$ cat src/verilog/spir_pkg.sv
// Purpose: shared constants and carriers for the protocol-information responder
// Assumes: byte-wide reply stream, one byte per accepted beat
// Notes:   lengths follow the reply image header layouts
package spir_pkg;

	localparam logic [7:0]  SPIR_PROTO_INFO   = 8'h00;
	localparam logic [15:0] SPIR_SPEC_LIST    = 16'h0000;
	localparam logic [15:0] SPIR_SPEC_CERT    = 16'h0001;
	localparam logic [15:0] SPIR_SPEC_COMPL   = 16'h0002;
	localparam logic [7:0]  SPIR_PAD_BYTE     = 8'h00;

	// Header sizes of each reply image
	localparam logic [31:0] SPIR_LIST_HDR     = 32'h0000_0008;
	localparam logic [31:0] SPIR_CERT_HDR     = 32'h0000_0004;
	localparam logic [31:0] SPIR_COMPL_HDR    = 32'h0000_0004;
	localparam logic [31:0] SPIR_DESC_HDR     = 32'h0000_0008;
	localparam logic [15:0] SPIR_DESC_CRYPTO  = 16'h0001;

	// Field positions (byte offsets) inside the images
	localparam logic [31:0] SPIR_LIST_LEN_HI  = 32'h0000_0006;
	localparam logic [31:0] SPIR_LIST_LEN_LO  = 32'h0000_0007;
	localparam logic [31:0] SPIR_CERT_LEN_HI  = 32'h0000_0002;
	localparam logic [31:0] SPIR_CERT_LEN_LO  = 32'h0000_0003;
	localparam logic [31:0] SPIR_DESC_TYPE_HI = 32'h0000_0000;
	localparam logic [31:0] SPIR_DESC_TYPE_LO = 32'h0000_0001;
	localparam logic [31:0] SPIR_DESC_LEN_HI  = 32'h0000_0006;
	localparam logic [31:0] SPIR_DESC_LEN_LO  = 32'h0000_0007;

	typedef struct packed {
		logic [7:0]  protocol;
		logic [15:0] specific;
		logic [31:0] alloc_len;
	} spir_cmd_t;

	typedef struct packed {
		logic       valid;
		logic [7:0] data;
		logic       last;
	} spir_beat_t;

	typedef enum logic [2:0] {
		SPIR_IDLE = 3'b001,
		SPIR_SEND = 3'b010,
		SPIR_DONE = 3'b100
	} spir_state_t;

	typedef enum logic [1:0] {
		SPIR_IMG_LIST  = 2'h0,
		SPIR_IMG_CERT  = 2'h1,
		SPIR_IMG_COMPL = 2'h2
	} spir_img_t;

endpackage

$ cat src/verilog/spir_responder.sv
// Purpose: protocol-information reply generator (supported list,
//          certificate data, compliance information)
// Assumes: inputs synchronous to clk_in; certificate and descriptor
//          content fetched by byte index from outside stores
// Notes:   one command at a time; reply is a byte stream with valid/ready
//          zero allocation ends at once with no beats
//          a malformed protocol table is cut to its leading ascending run starting at 00h
//          certificate length is captured when a command is taken
//          only one compliance descriptor is built; its body is fetched
//          stalls only hold the beat register, the image is not buffered
//
// Operation
// RQ1 - Protocol 00h requests served alone, no earlier out-command state.
// RQ2 - Protocol 00h is always accepted whenever any in-command is accepted.
// RQ3 - Code 0000h list, 0001h certificate, 0002h compliance; others rejected.
// RQ4 - Each command restarts the reply at byte 0, nothing carried over.
// RQ5 - List reply: bytes 0-5 zero, 6-7 list length m-7, entries from 8.
// RQ6 - Protocol entries listed once, strictly ascending, first entry 00h.
// RQ7 - Bytes past the meaningful content up to allocation length are 00h.
// RQ8 - Certificate reply: bytes 0-1 zero, 2-3 length m-3, content from 4.
// RQ9 - No certificate held means a certificate length of 0000h.
// RQ10 - Certificate length is the total of all concatenated certificates.
// RQ11 - Certificate content is X.509 public-key or attribute, per capability.
// RQ12 - Compliance reply: bytes 0-3 length m-3, descriptors from byte 4.
// RQ13 - Descriptor: type 0001h, two zero bytes, length in 4-7, then body.
// RQ14 - Transfer stops at allocation length; never more bytes than requested.
`timescale 1ns/1ns
`default_nettype none

module spir_responder #(
	parameter int NUM_PROTO = 2,
	parameter logic [NUM_PROTO*8-1:0] PROTO_LIST = 16'hef_00,
	parameter logic [15:0] DESC_BODY_LEN = 16'h0208,
	parameter logic        COMPL_SUPPORTED = 1'b1
) (
	input  wire logic                clk_in,
	input  wire logic                resetn_in,
	input  wire spir_pkg::spir_cmd_t cmd_in,
	input  wire logic                cmd_valid_in,
	output logic                     cmd_ready_out,
	output logic                     cmd_reject_out,
	input  wire logic [15:0]         cert_len_in,
	output logic [15:0]              cert_idx_out,
	input  wire logic [7:0]          cert_byte_in,
	output logic [15:0]              desc_idx_out,
	input  wire logic [7:0]          desc_byte_in,
	output spir_pkg::spir_beat_t     beat_out,
	input  wire logic                beat_ready_in,
	output logic                     done_out
);
	import spir_pkg::*;

	////////////////////////////////////////////////////////////////////////
	// Reset release

	// Synchronised release so every flop leaves reset on one edge
	logic [1:0] rst_sync_q;
	logic       rst_n;

	always_ff @(posedge clk_in or negedge resetn_in) begin
		if (!resetn_in) begin
			rst_sync_q <= 2'b00;
		end else begin
			rst_sync_q <= {rst_sync_q[0], 1'b1};
		end
	end
	assign rst_n = rst_sync_q[1];

	////////////////////////////////////////////////////////////////////////
	// State

	typedef struct packed {
		spir_state_t state;
		spir_img_t   img;
		logic [31:0] pos;
		logic [31:0] alloc;
		logic [31:0] content;
		logic [15:0] cert_len;
		logic        reject;
		spir_beat_t  beat;
	} spir_regs_t;

	spir_regs_t s_q;
	spir_regs_t s_d;

	////////////////////////////////////////////////////////////////////////
	// Protocol table check: ascending, first is 00h

	logic [NUM_PROTO-1:0] order_ok;

	genvar gi;
	generate
		for (gi = 0; gi < NUM_PROTO; gi++) begin : g_order
			if (gi == 0) begin : g_first
				assign order_ok[gi] =
					(PROTO_LIST[7:0] == SPIR_PROTO_INFO); // see RQ6
			end else begin : g_next
				assign order_ok[gi] = PROTO_LIST[gi*8 +: 8] >
					PROTO_LIST[(gi-1)*8 +: 8]; // see RQ6
			end
		end
	endgenerate

	// A malformed table is trimmed to the leading valid run
	// Entries after a fault stay hidden so the list never goes out of order
	logic [15:0] list_cnt;
	always_comb begin
		list_cnt = 16'h0000;
		for (int i = NUM_PROTO - 1; i >= 0; i--) begin
			if (!order_ok[i]) begin
				list_cnt = 16'(i);
			end
		end
		if (&order_ok) begin
			list_cnt = 16'(NUM_PROTO);
		end
	end

	////////////////////////////////////////////////////////////////////////
	// Reply byte at current position

	logic [31:0] compl_len;
	logic [31:0] desc_pos;
	logic [31:0] body_pos;
	logic [31:0] list_idx;
	logic [31:0] pos_nx;
	logic [7:0]  img_byte;

	// Descriptor length field counts the bytes after byte 7
	assign compl_len = SPIR_DESC_HDR + {16'h0000, DESC_BODY_LEN}; // see RQ12
	assign desc_pos  = s_q.pos - SPIR_COMPL_HDR;
	assign body_pos  = desc_pos - SPIR_DESC_HDR;
	assign list_idx  = s_q.pos - SPIR_LIST_HDR;

	always_comb begin
		img_byte = SPIR_PAD_BYTE;
		// Short images are padded out to the allocation length
		if (s_q.pos >= s_q.content) begin
			img_byte = SPIR_PAD_BYTE; // see RQ7
		end else begin
			case (s_q.img)
				SPIR_IMG_LIST: begin
					if (s_q.pos == SPIR_LIST_LEN_HI) begin
						img_byte = list_cnt[15:8]; // see RQ5
					end else if (s_q.pos == SPIR_LIST_LEN_LO) begin
						img_byte = list_cnt[7:0]; // see RQ5
					end else if (s_q.pos >= SPIR_LIST_HDR) begin
						img_byte = PROTO_LIST[list_idx * 8 +: 8]; // see RQ6
					end
				end
				SPIR_IMG_CERT: begin
					if (s_q.pos == SPIR_CERT_LEN_HI) begin
						img_byte = s_q.cert_len[15:8]; // see RQ8, RQ9, RQ10
					end else if (s_q.pos == SPIR_CERT_LEN_LO) begin
						img_byte = s_q.cert_len[7:0]; // see RQ8
					end else if (s_q.pos >= SPIR_CERT_HDR) begin
						img_byte = cert_byte_in; // see RQ11
					end
				end
				SPIR_IMG_COMPL: begin
					if (s_q.pos < SPIR_COMPL_HDR) begin
						// Big-endian: byte 0 carries the top of the count
						img_byte =
							compl_len[(3 - s_q.pos[1:0]) * 8 +: 8]; // see RQ12
					end else if (desc_pos >= SPIR_DESC_HDR) begin
						img_byte = desc_byte_in; // see RQ13
					end else begin
						// Reserved bytes and the length's upper half stay zero
						case (desc_pos)
							SPIR_DESC_TYPE_HI: begin
								img_byte = SPIR_DESC_CRYPTO[15:8]; // see RQ13
							end
							SPIR_DESC_TYPE_LO: begin
								img_byte = SPIR_DESC_CRYPTO[7:0]; // see RQ13
							end
							SPIR_DESC_LEN_HI: begin
								img_byte = DESC_BODY_LEN[15:8]; // see RQ13
							end
							SPIR_DESC_LEN_LO: begin
								img_byte = DESC_BODY_LEN[7:0]; // see RQ13
							end
							default: begin
								img_byte = SPIR_PAD_BYTE; // see RQ13
							end
						endcase
					end
				end
				default: begin
					img_byte = SPIR_PAD_BYTE;
				end
			endcase
		end
	end

	// Store indices count from the first byte after each header
	assign cert_idx_out = 16'(s_q.pos - SPIR_CERT_HDR);
	assign desc_idx_out = 16'(body_pos);

	////////////////////////////////////////////////////////////////////////
	// Sequencer

	logic known_code;
	logic take;
	logic beat_go;
	logic beat_take;
	logic at_end;

	always_comb begin
		known_code = (cmd_in.specific == SPIR_SPEC_LIST) ||
			(cmd_in.specific == SPIR_SPEC_CERT) ||
			(COMPL_SUPPORTED && cmd_in.specific == SPIR_SPEC_COMPL); // see RQ3
	end

	// Low from an accepted take until done has shown, so busy commands wait
	assign cmd_ready_out = (s_q.state == SPIR_IDLE); // see RQ2
	assign take = cmd_valid_in && cmd_ready_out;
	// Beat register empties or is taken this cycle
	assign beat_take = s_q.beat.valid && beat_ready_in;
	assign beat_go   = !s_q.beat.valid || beat_ready_in;
	// Count against alloc, not content: pads fill, truncation cuts short
	assign pos_nx    = s_q.pos + 32'h0000_0001;
	assign at_end    = (pos_nx == s_q.alloc); // see RQ14

	always_comb begin
		s_d = s_q;
		s_d.reject = 1'b0;
		if (beat_take) begin
			s_d.beat.valid = 1'b0;
		end
		case (s_q.state)
			SPIR_IDLE: begin
				if (take) begin
					// Nothing from earlier commands survives here
					s_d.pos = 32'h0000_0000; // see RQ1, RQ4
					s_d.alloc = cmd_in.alloc_len;
					// Captured so a store update cannot bend the header
					s_d.cert_len = cert_len_in; // see RQ9, RQ10
					if (cmd_in.protocol != SPIR_PROTO_INFO || !known_code) begin
						// Refused: one pulse, no data, still idle
						s_d.reject = 1'b1; // see RQ3
					end else if (cmd_in.alloc_len == 32'h0000_0000) begin
						s_d.state = SPIR_DONE; // see RQ14
					end else begin
						s_d.state = SPIR_SEND;
						case (cmd_in.specific)
							SPIR_SPEC_LIST: begin
								s_d.img = SPIR_IMG_LIST;
								s_d.content = SPIR_LIST_HDR +
									{16'h0000, list_cnt}; // see RQ5
							end
							SPIR_SPEC_CERT: begin
								s_d.img = SPIR_IMG_CERT;
								s_d.content = SPIR_CERT_HDR +
									{16'h0000, cert_len_in}; // see RQ8
							end
							default: begin
								s_d.img = SPIR_IMG_COMPL;
								s_d.content = SPIR_COMPL_HDR + compl_len;
							end
						endcase
					end
				end
			end
			SPIR_SEND: begin
				if (beat_go) begin
					s_d.beat.valid = 1'b1;
					s_d.beat.data = img_byte;
					s_d.beat.last = at_end; // see RQ14
					s_d.pos = pos_nx;
					if (at_end) begin
						s_d.state = SPIR_DONE; // see RQ14
					end
				end
			end
			SPIR_DONE: begin
				// Wait for the final byte to drain before the next command
				// and let done_out stand for one cycle
				if (!s_q.beat.valid) begin
					s_d.state = SPIR_IDLE;
				end
			end
			default: begin
				s_d.state = SPIR_IDLE;
			end
		endcase
	end

	// State resets only from the synchronised copy
	always_ff @(posedge clk_in or negedge rst_n) begin
		if (!rst_n) begin
			s_q <= '{state: SPIR_IDLE, img: SPIR_IMG_LIST, default: '0};
		end else begin
			s_q <= s_d;
		end
	end

	////////////////////////////////////////////////////////////////////////
	// Outputs

	assign beat_out       = s_q.beat;
	assign cmd_reject_out = s_q.reject;
	assign done_out       = (s_q.state == SPIR_DONE) && !s_q.beat.valid;

endmodule

`default_nettype wire

$ cat config.mk
export PLATFORM = sky130hd
export DESIGN_NAME = spir_responder
export DESIGN_NICKNAME = d
export VERILOG_FILES = /design/src/verilog/spir_pkg.sv /design/src/verilog/spir_responder.sv
export SDC_FILE = /design/constraint.sdc
export NUM_CORES = 1
export LEC_CHECK = 0
export BUFFER_PORTS_ARGS = -buffer_cell sky130_fd_sc_hd__buf_2
export CORE_MARGIN = 3
export CORE_UTILIZATION = 60
export CTS_BUF_LIST = sky130_fd_sc_hd__clkbuf_8 sky130_fd_sc_hd__clkbuf_16
export DETAILED_ROUTE_END_ITERATION = 8
export PLACE_DENSITY_LB_ADDON = 0.05
export SETUP_SLACK_MARGIN = 0.4
export SLEW_MARGIN = 20
export SYNTH_ARGS = -nofsm -noshare
export SYNTH_HDL_FRONTEND = slang
export SYNTH_SLANG_ARGS = --single-unit
$ cat constraint.sdc
create_clock -name clk_in -period 5.1 [get_ports clk_in]
set_input_delay 0.255 -clock clk_in [delete_from_list [all_inputs] [get_ports clk_in]]
set_output_delay 0.255 -clock clk_in [all_outputs]
set_load 0.02 [all_outputs]
Yosys cells after proc, flatten, opt, wreduce, memory -nomap -nowiden
Index checks and enable logic that the tools add are counted.
{ "word_totals": {"ff_bits": 115, "latchBits": 0, "ram_bits": 0, "romBits": 0, "word_cells": 95, "memories": 0} }
{ "classes": {"addsub": 6, "mul": 0, "div": 0, "magnitude_cmp": 5, "n_eq_ne": 20, "shift": 2, "muxes": 30, "n_bitwise": 2, "reduce_logical": 19} }
{ "op_table": {"columns": ["op", "count"], "rows": [
  ["equality test 32 x 3 -> 1 bit, second input constant", 4],
  ["two-way mux 118 bit", 1],
  ["two-way mux 8 bit", 9],
  ["equality test 32 x 2 -> 1 bit, second input constant", 2],
  [">= comparator 32 x 4 -> 1 bit, second input constant", 2],
  ["one-hot mux 32 bit (2 select lines)", 1],
  ["two-way mux 17 bit", 2],
  ["one-hot mux 17 bit (2 select lines)", 1],
  ["variable part select 16 x 33 -> 8 bit, first input constant", 1],
  ["variable part select 32 x 33 -> 8 bit, first input constant", 1],
  ["adder 32 x 1 -> 32 bit, second input constant", 1],
  ["equality test 32 x 1 -> 1 bit, second input constant", 1],
  ["equality test 32 bit", 1],
  [">= comparator 32 x 17 -> 1 bit", 1],
  [">= comparator 32 x 3 -> 1 bit, second input constant", 1],
  ["logical NOT 32 bit", 1],
  ["< comparator 32 x 3 -> 1 bit, second input constant", 1],
  ["two-way mux 32 bit", 1],
  ["subtractor 32 x 3 -> 32 bit, second input constant", 1],
  ["subtractor 29 x 4 -> 29 bit, second input constant", 1],
  ["one-hot mux 8 bit (3 select lines)", 1],
  ["two-way mux 10 bit", 2],
  ["adder 3 x 16 -> 17 bit, first input constant", 1],
  ["equality test 16 x 1 -> 1 bit, second input constant", 1],
  ["other kinds (29)", 45]
]} }

Depth between registers and ports, before layout
{ "depth": {"depth_word": 9, "mapped_depth": 13} }

Least setup slack after synthesis
OpenSTA, ideal clock, no wires.
{ "synth_timing": {"path_kind": "flip-flop to flip-flop", "startpoint": "register s_q[93] (netlist name)", "endpoint": "register s_q, in the netlist beat_out[4]", "setup_ns": 0.086, "arrival_time_ns": 3.651, "required_ns": 5.014, "setup_slack_ns": 1.363, "path_stages_with_launch": 13, "n_path_buf": 2, "path_cell_list": "dfrtp_1 -> clkbuf_1 -> inv_1 -> ha_1 -> clkbuf_1 -> nor3b_1 -> nand2_1 -> o31ai_1 -> and4bb_2 -> nand4_1 -> nor4b_4 -> mux2_1 -> a32oi_1"} }
{ "synth_via": {"elab_chain_len": 7} }
{ "synth_rtl": {"columns": ["item", "line_no", "text"], "rows": [
  ["start, declared", "spir_responder.sv:83", "spir_regs_t s_q;"],
  ["start signal, assigned", "spir_responder.sv:291", "s_q <= '{state: SPIR_IDLE, img: SPIR_IMG_LIST, default: '0};"],
  ["start signal, assigned", "spir_responder.sv:293", "s_q <= s_d;"],
  ["subtractor 32 x 3 -> 32 bit *", null, null],
  ["net cert_idx_out[2]", "spir_responder.sv:43", "output logic [15:0] cert_idx_out,"],
  ["parallel branches: the longest is 2 deep, another holds >= comparator 32 x 4 -> 1 bit", null, null],
  ["two-way mux 8 bit *", "spir_responder.sv:165", "end else if (desc_pos >= SPIR_DESC_HDR) begin"],
  ["two-way mux 8 bit *", "spir_responder.sv:161", "if (s_q.pos < SPIR_COMPL_HDR) begin"],
  ["one-hot mux 8 bit (3 select lines) *", "spir_responder.sv:141", "case (s_q.img)"],
  ["two-way mux 8 bit *", "spir_responder.sv:138", "if (s_q.pos >= s_q.content) begin"]
]} }
Mark *: on every way through the listed nets, which the timed path passes.
A chain may end at the register's enable or synchronous reset.

Worst setup path in the final report
{ "layout_timing": {"startpoint": "register s_q[93] (netlist name)", "endpoint": "register s_q, in the netlist beat_out[1]"} }
{ "layout_via": {"elab_chain_len": 7} }
{ "layout_rtl": {"columns": ["item", "line_no"], "rows": [
  ["parallel branches: the longest is 6 deep, another holds subtractor 32 x 3 -> 32 bit", null],
  ["two-way mux 8 bit *", "spir_responder.sv:138"]
]} }
Mark *: on every way between the ends.

==> flow_metrics.env <==
export IMPL_syn_num_nets=1174
export IMPL_hold_viol=0
export IMPL_tightest_slew_ps=1020
export IMPL_synth_edff_count=0
export IMPL_holdCritStartpoint="cmd_in[4]"
export IMPL_max_clock_path_buffers=2
export IMPL_nFillCells=1139
export IMPL_finalNetCount=1258
export IMPL_synthesis_instances=1053
export IMPL_min_path_cells=3
export IMPL_criticalPathCategory="register to register"
export IMPL_coreArea_mm2=0.0135
export IMPL_fp_row_count=42
export IMPL_synth_area_leaders="dfrtp_1 34%, nand2_1 9.8%, xnor2_1 5.3%, ha_1 4.3%, o21ai_0 3.8%"
export IMPL_setup_tns_final_ps=0
export IMPL_gp_congestion=0.959
export IMPL_route_detailed_wl_per_inst_um=18.2
export IMPL_drc=0
export IMPL_yosys_register_bits=115
export IMPL_avgViaCountPerCell=6.19
export IMPL_finalSetupViolations=0
export IMPL_drtIter0Drc=891
export IMPL_period_share_pct=80.5
export IMPL_grt_total_usage_pct=31.7
export IMPL_synth_top_area_cell="dfrtp_1"
export IMPL_finalMaxSlewViolations=0
export IMPL_areaGrowthSynthToFinish_pct=14.9
export IMPL_critPathRequiredTime_ps=5440
export IMPL_cts_sinks=115
export IMPL_clk_pin_slew_ps=60
export IMPL_dp_cells=1293
export IMPL_p_per_area_mw_per_mm2=259
export IMPL_synth_async_reset_ratio_pct=100
export IMPL_io_buffers=136
export IMPL_root_buffer="clkbuf_16"
export IMPL_start_util_pct=62.2
export IMPL_vias=8204
export IMPL_hp_class="input pin to register"
export IMPL_ys_warnings_count=0
export IMPL_wirelength_um=24100
export IMPL_seq_area_frac_synth_pct=34.4
export IMPL_whs_endpoint="s_q[63]"
export IMPL_fin_crit_ps=4100
export IMPL_pre_cts_ws_ps=1080
export IMPL_syn_cell_area_mm2=0.00836
export IMPL_die_x_um=124
export IMPL_grt_ovfl_total=0
export IMPL_outcome="finished, final reports clean"
export IMPL_yosysTopAreaCellShare_pct=34.1
export IMPL_rr_worst_depth=10
export IMPL_cts_tree="built"
export IMPL_start_kind="register"
export IMPL_cts_setup_buffers=0
export IMPL_regToRegEndpoint="beat_out[1]"
export IMPL_grt_pass1_wl_um=37800
export IMPL_peakVddDrop_uv=245
export IMPL_synthFlopType="dfrtp_1"
export IMPL_fmax_mhz=244
export IMPL_fin_ws_ps=996
export IMPL_antenna_cells=0
export IMPL_post_dp_hpwl_um=17500
export IMPL_clk_latency_ps=430
export IMPL_skew_ps=10.3
export IMPL_path_max_fanout=13
export IMPL_io_pins=137
export IMPL_antenna_found_initial=0
export IMPL_p_leak_nw=4.55
export IMPL_rsz0062_at_grt="false"
export IMPL_max_cap_violations=0
export IMPL_final_antenna_net_count=0
export IMPL_drive_above_1_share_pct=16.7
export IMPL_max_slew_margin_pct=31.8
export IMPL_cp_end_kind="register"
export IMPL_grt_max_degree=60
export IMPL_htreeDepth=4
export IMPL_cts_buffers_inserted=17
export IMPL_syn_area_per_cell_um2=7.94
export IMPL_worst_r2r_setup_slack_ps=1000
export IMPL_die_y_um=124
export IMPL_fp_dieArea_mm2=0.0154
export IMPL_firstDrtPassIters=5
export IMPL_reg2reg_from="s_q[93]"
export IMPL_cp_arrival_ps=4450
export IMPL_grt_pass1_vias=7317
export IMPL_ys_types=70
export IMPL_final_cells=1326
[cells in the mapped netlist, types with 9 or more instances]
cell / number
nand3_1: 33
nor3_1: 19
o22ai_1: 16
nand2_1: 219
or3_1: 11
a21oi_1: 34
and2_1: 12
a21o_1: 9
dfrtp_1: 114
ha_1: 29
nand4_1: 27
buf_4: 15
and3_1: 22
clkbuf_1: 58
or4_1: 11
o21ai_0: 63
o31ai_1: 13
xnor2_1: 51
nor2_1: 57
xor2_1: 31
inv_1: 43
nor4_1: 28
[layout by cell type, fill, tap and decap left out, types with 9 or more instances in the layout]
cell type	count
nand2_1	219
buf_2	136
dfrtp_1	113
o21ai_0	63
nor2_1	57
xnor2_1	51
inv_1	43
a21oi_1	34
nand3_1	33
xor2_1	31
ha_1	29
nor4_1	28
nand4_1	27
and3_1	22
nor3_1	18
clkbuf_16	17
o22ai_1	16
o31ai_1	13
and2_1	12
or4_1	11
or3_1	11
a21o_1	9
[flip-flops by register name, indices dropped and copies added, names as in the netlist]
register	count
beat_out	10
s_q	102
rst_sync_q	2
cmd_reject_out	1
[kinds of logic (layout without fill, tap and decap cells)]
logic type	count (synthesis)	after routing	synth area share, %
DFF	115	115	34.4
xor gates and xnor gates	82	82	8.59
other	1	1	0.0448
buffers and inverters	122	219	6.42
AOI/OAI and AO/OA	205	205	16.0
adders and majority gates	29	29	4.34
and+or+nand+nor	493	493	29.5
muxes	6	6	0.763
[final cells by class]
cell class / count / area [um^2] / area share [%]
inverter: 43 / 161 / 1.68
timing repair buffer: 144 / 743 / 7.73
sequential: 115 / 2880 / 30.0
tap: 176 / 220 / 2.29
clock inverter: 15 / 228 / 2.37
clock buffer: 17 / 425 / 4.42
multi-input combinational: 816 / 4950 / 51.5
[critical path, cell delays in order, from the launching register on]
cell	delay, ps
dfrtp_1	530
inv_1	230
ha_1	350
nor3b_1	710
nand2_1	380
o31ai_1	340
and4bb_2	250
nand4_1	130
nor4b_4	550
mux2_1	380
a32oi_1	170
[power breakdown]
| part | leakage (nW) | switching, mW | internal, mW | total (mW) |
|---|---|---|---|---|
| clock | 0.314 | 0.455 | 0.870 | 1.32 |
| sequential | 1.44 | 0.0440 | 0.949 | 0.993 |
| combinational | 2.80 | 0.0965 | 0.0768 | 0.173 |
| total | 4.55 | 0.595 | 1.90 | 2.49 |
[through the flow]
step	utilization, %	hold slack (ps)	instance area (um^2)	total power, mW
after floorplan	-	-40.6	8360	1.09
after global placement	66.5	42.4	8950	1.17
after detailed placement	66.5	44.9	8950	1.18
after CTS	71.5	23.1	9610	2.50
after global routing	71.5	44.9	9610	2.57
final	71.5	30.3	9610	2.49
[layer usage]
layer  vias to the layer above  track usage, %  share of wire, %
li1                       3887               -                 -
met1                      3847            47.5                45
met2                       427            45.7                43
met3                        43            7.90                10
met4                         0            8.56               2.0
met5                         -               0                 0
[worst max-delay path by stage]
stage	from	to	slack (ps)	cells past startpoint
floorplan	s_q[93]	beat_out[4]	1360	12
detailed placement	s_q[93]	beat_out[4]	1080	10
finish	s_q[93]	beat_out[1]	1000	10
global placement	s_q[93]	beat_out[4]	1190	10
CTS	s_q[93]	desc_idx_out[15]	1040	9
global route	s_q[93]	beat_out[4]	690	10
[what timing repair did]
| item | 4_1_cts | 5_1_grt |
|---|---|---|
| resized for setup | 0 | 0 |
| hold buffers | 1 | 0 |
| endpoints found under the hold margin | 2 | 0 |
Power figures use the tool's default switching activity.
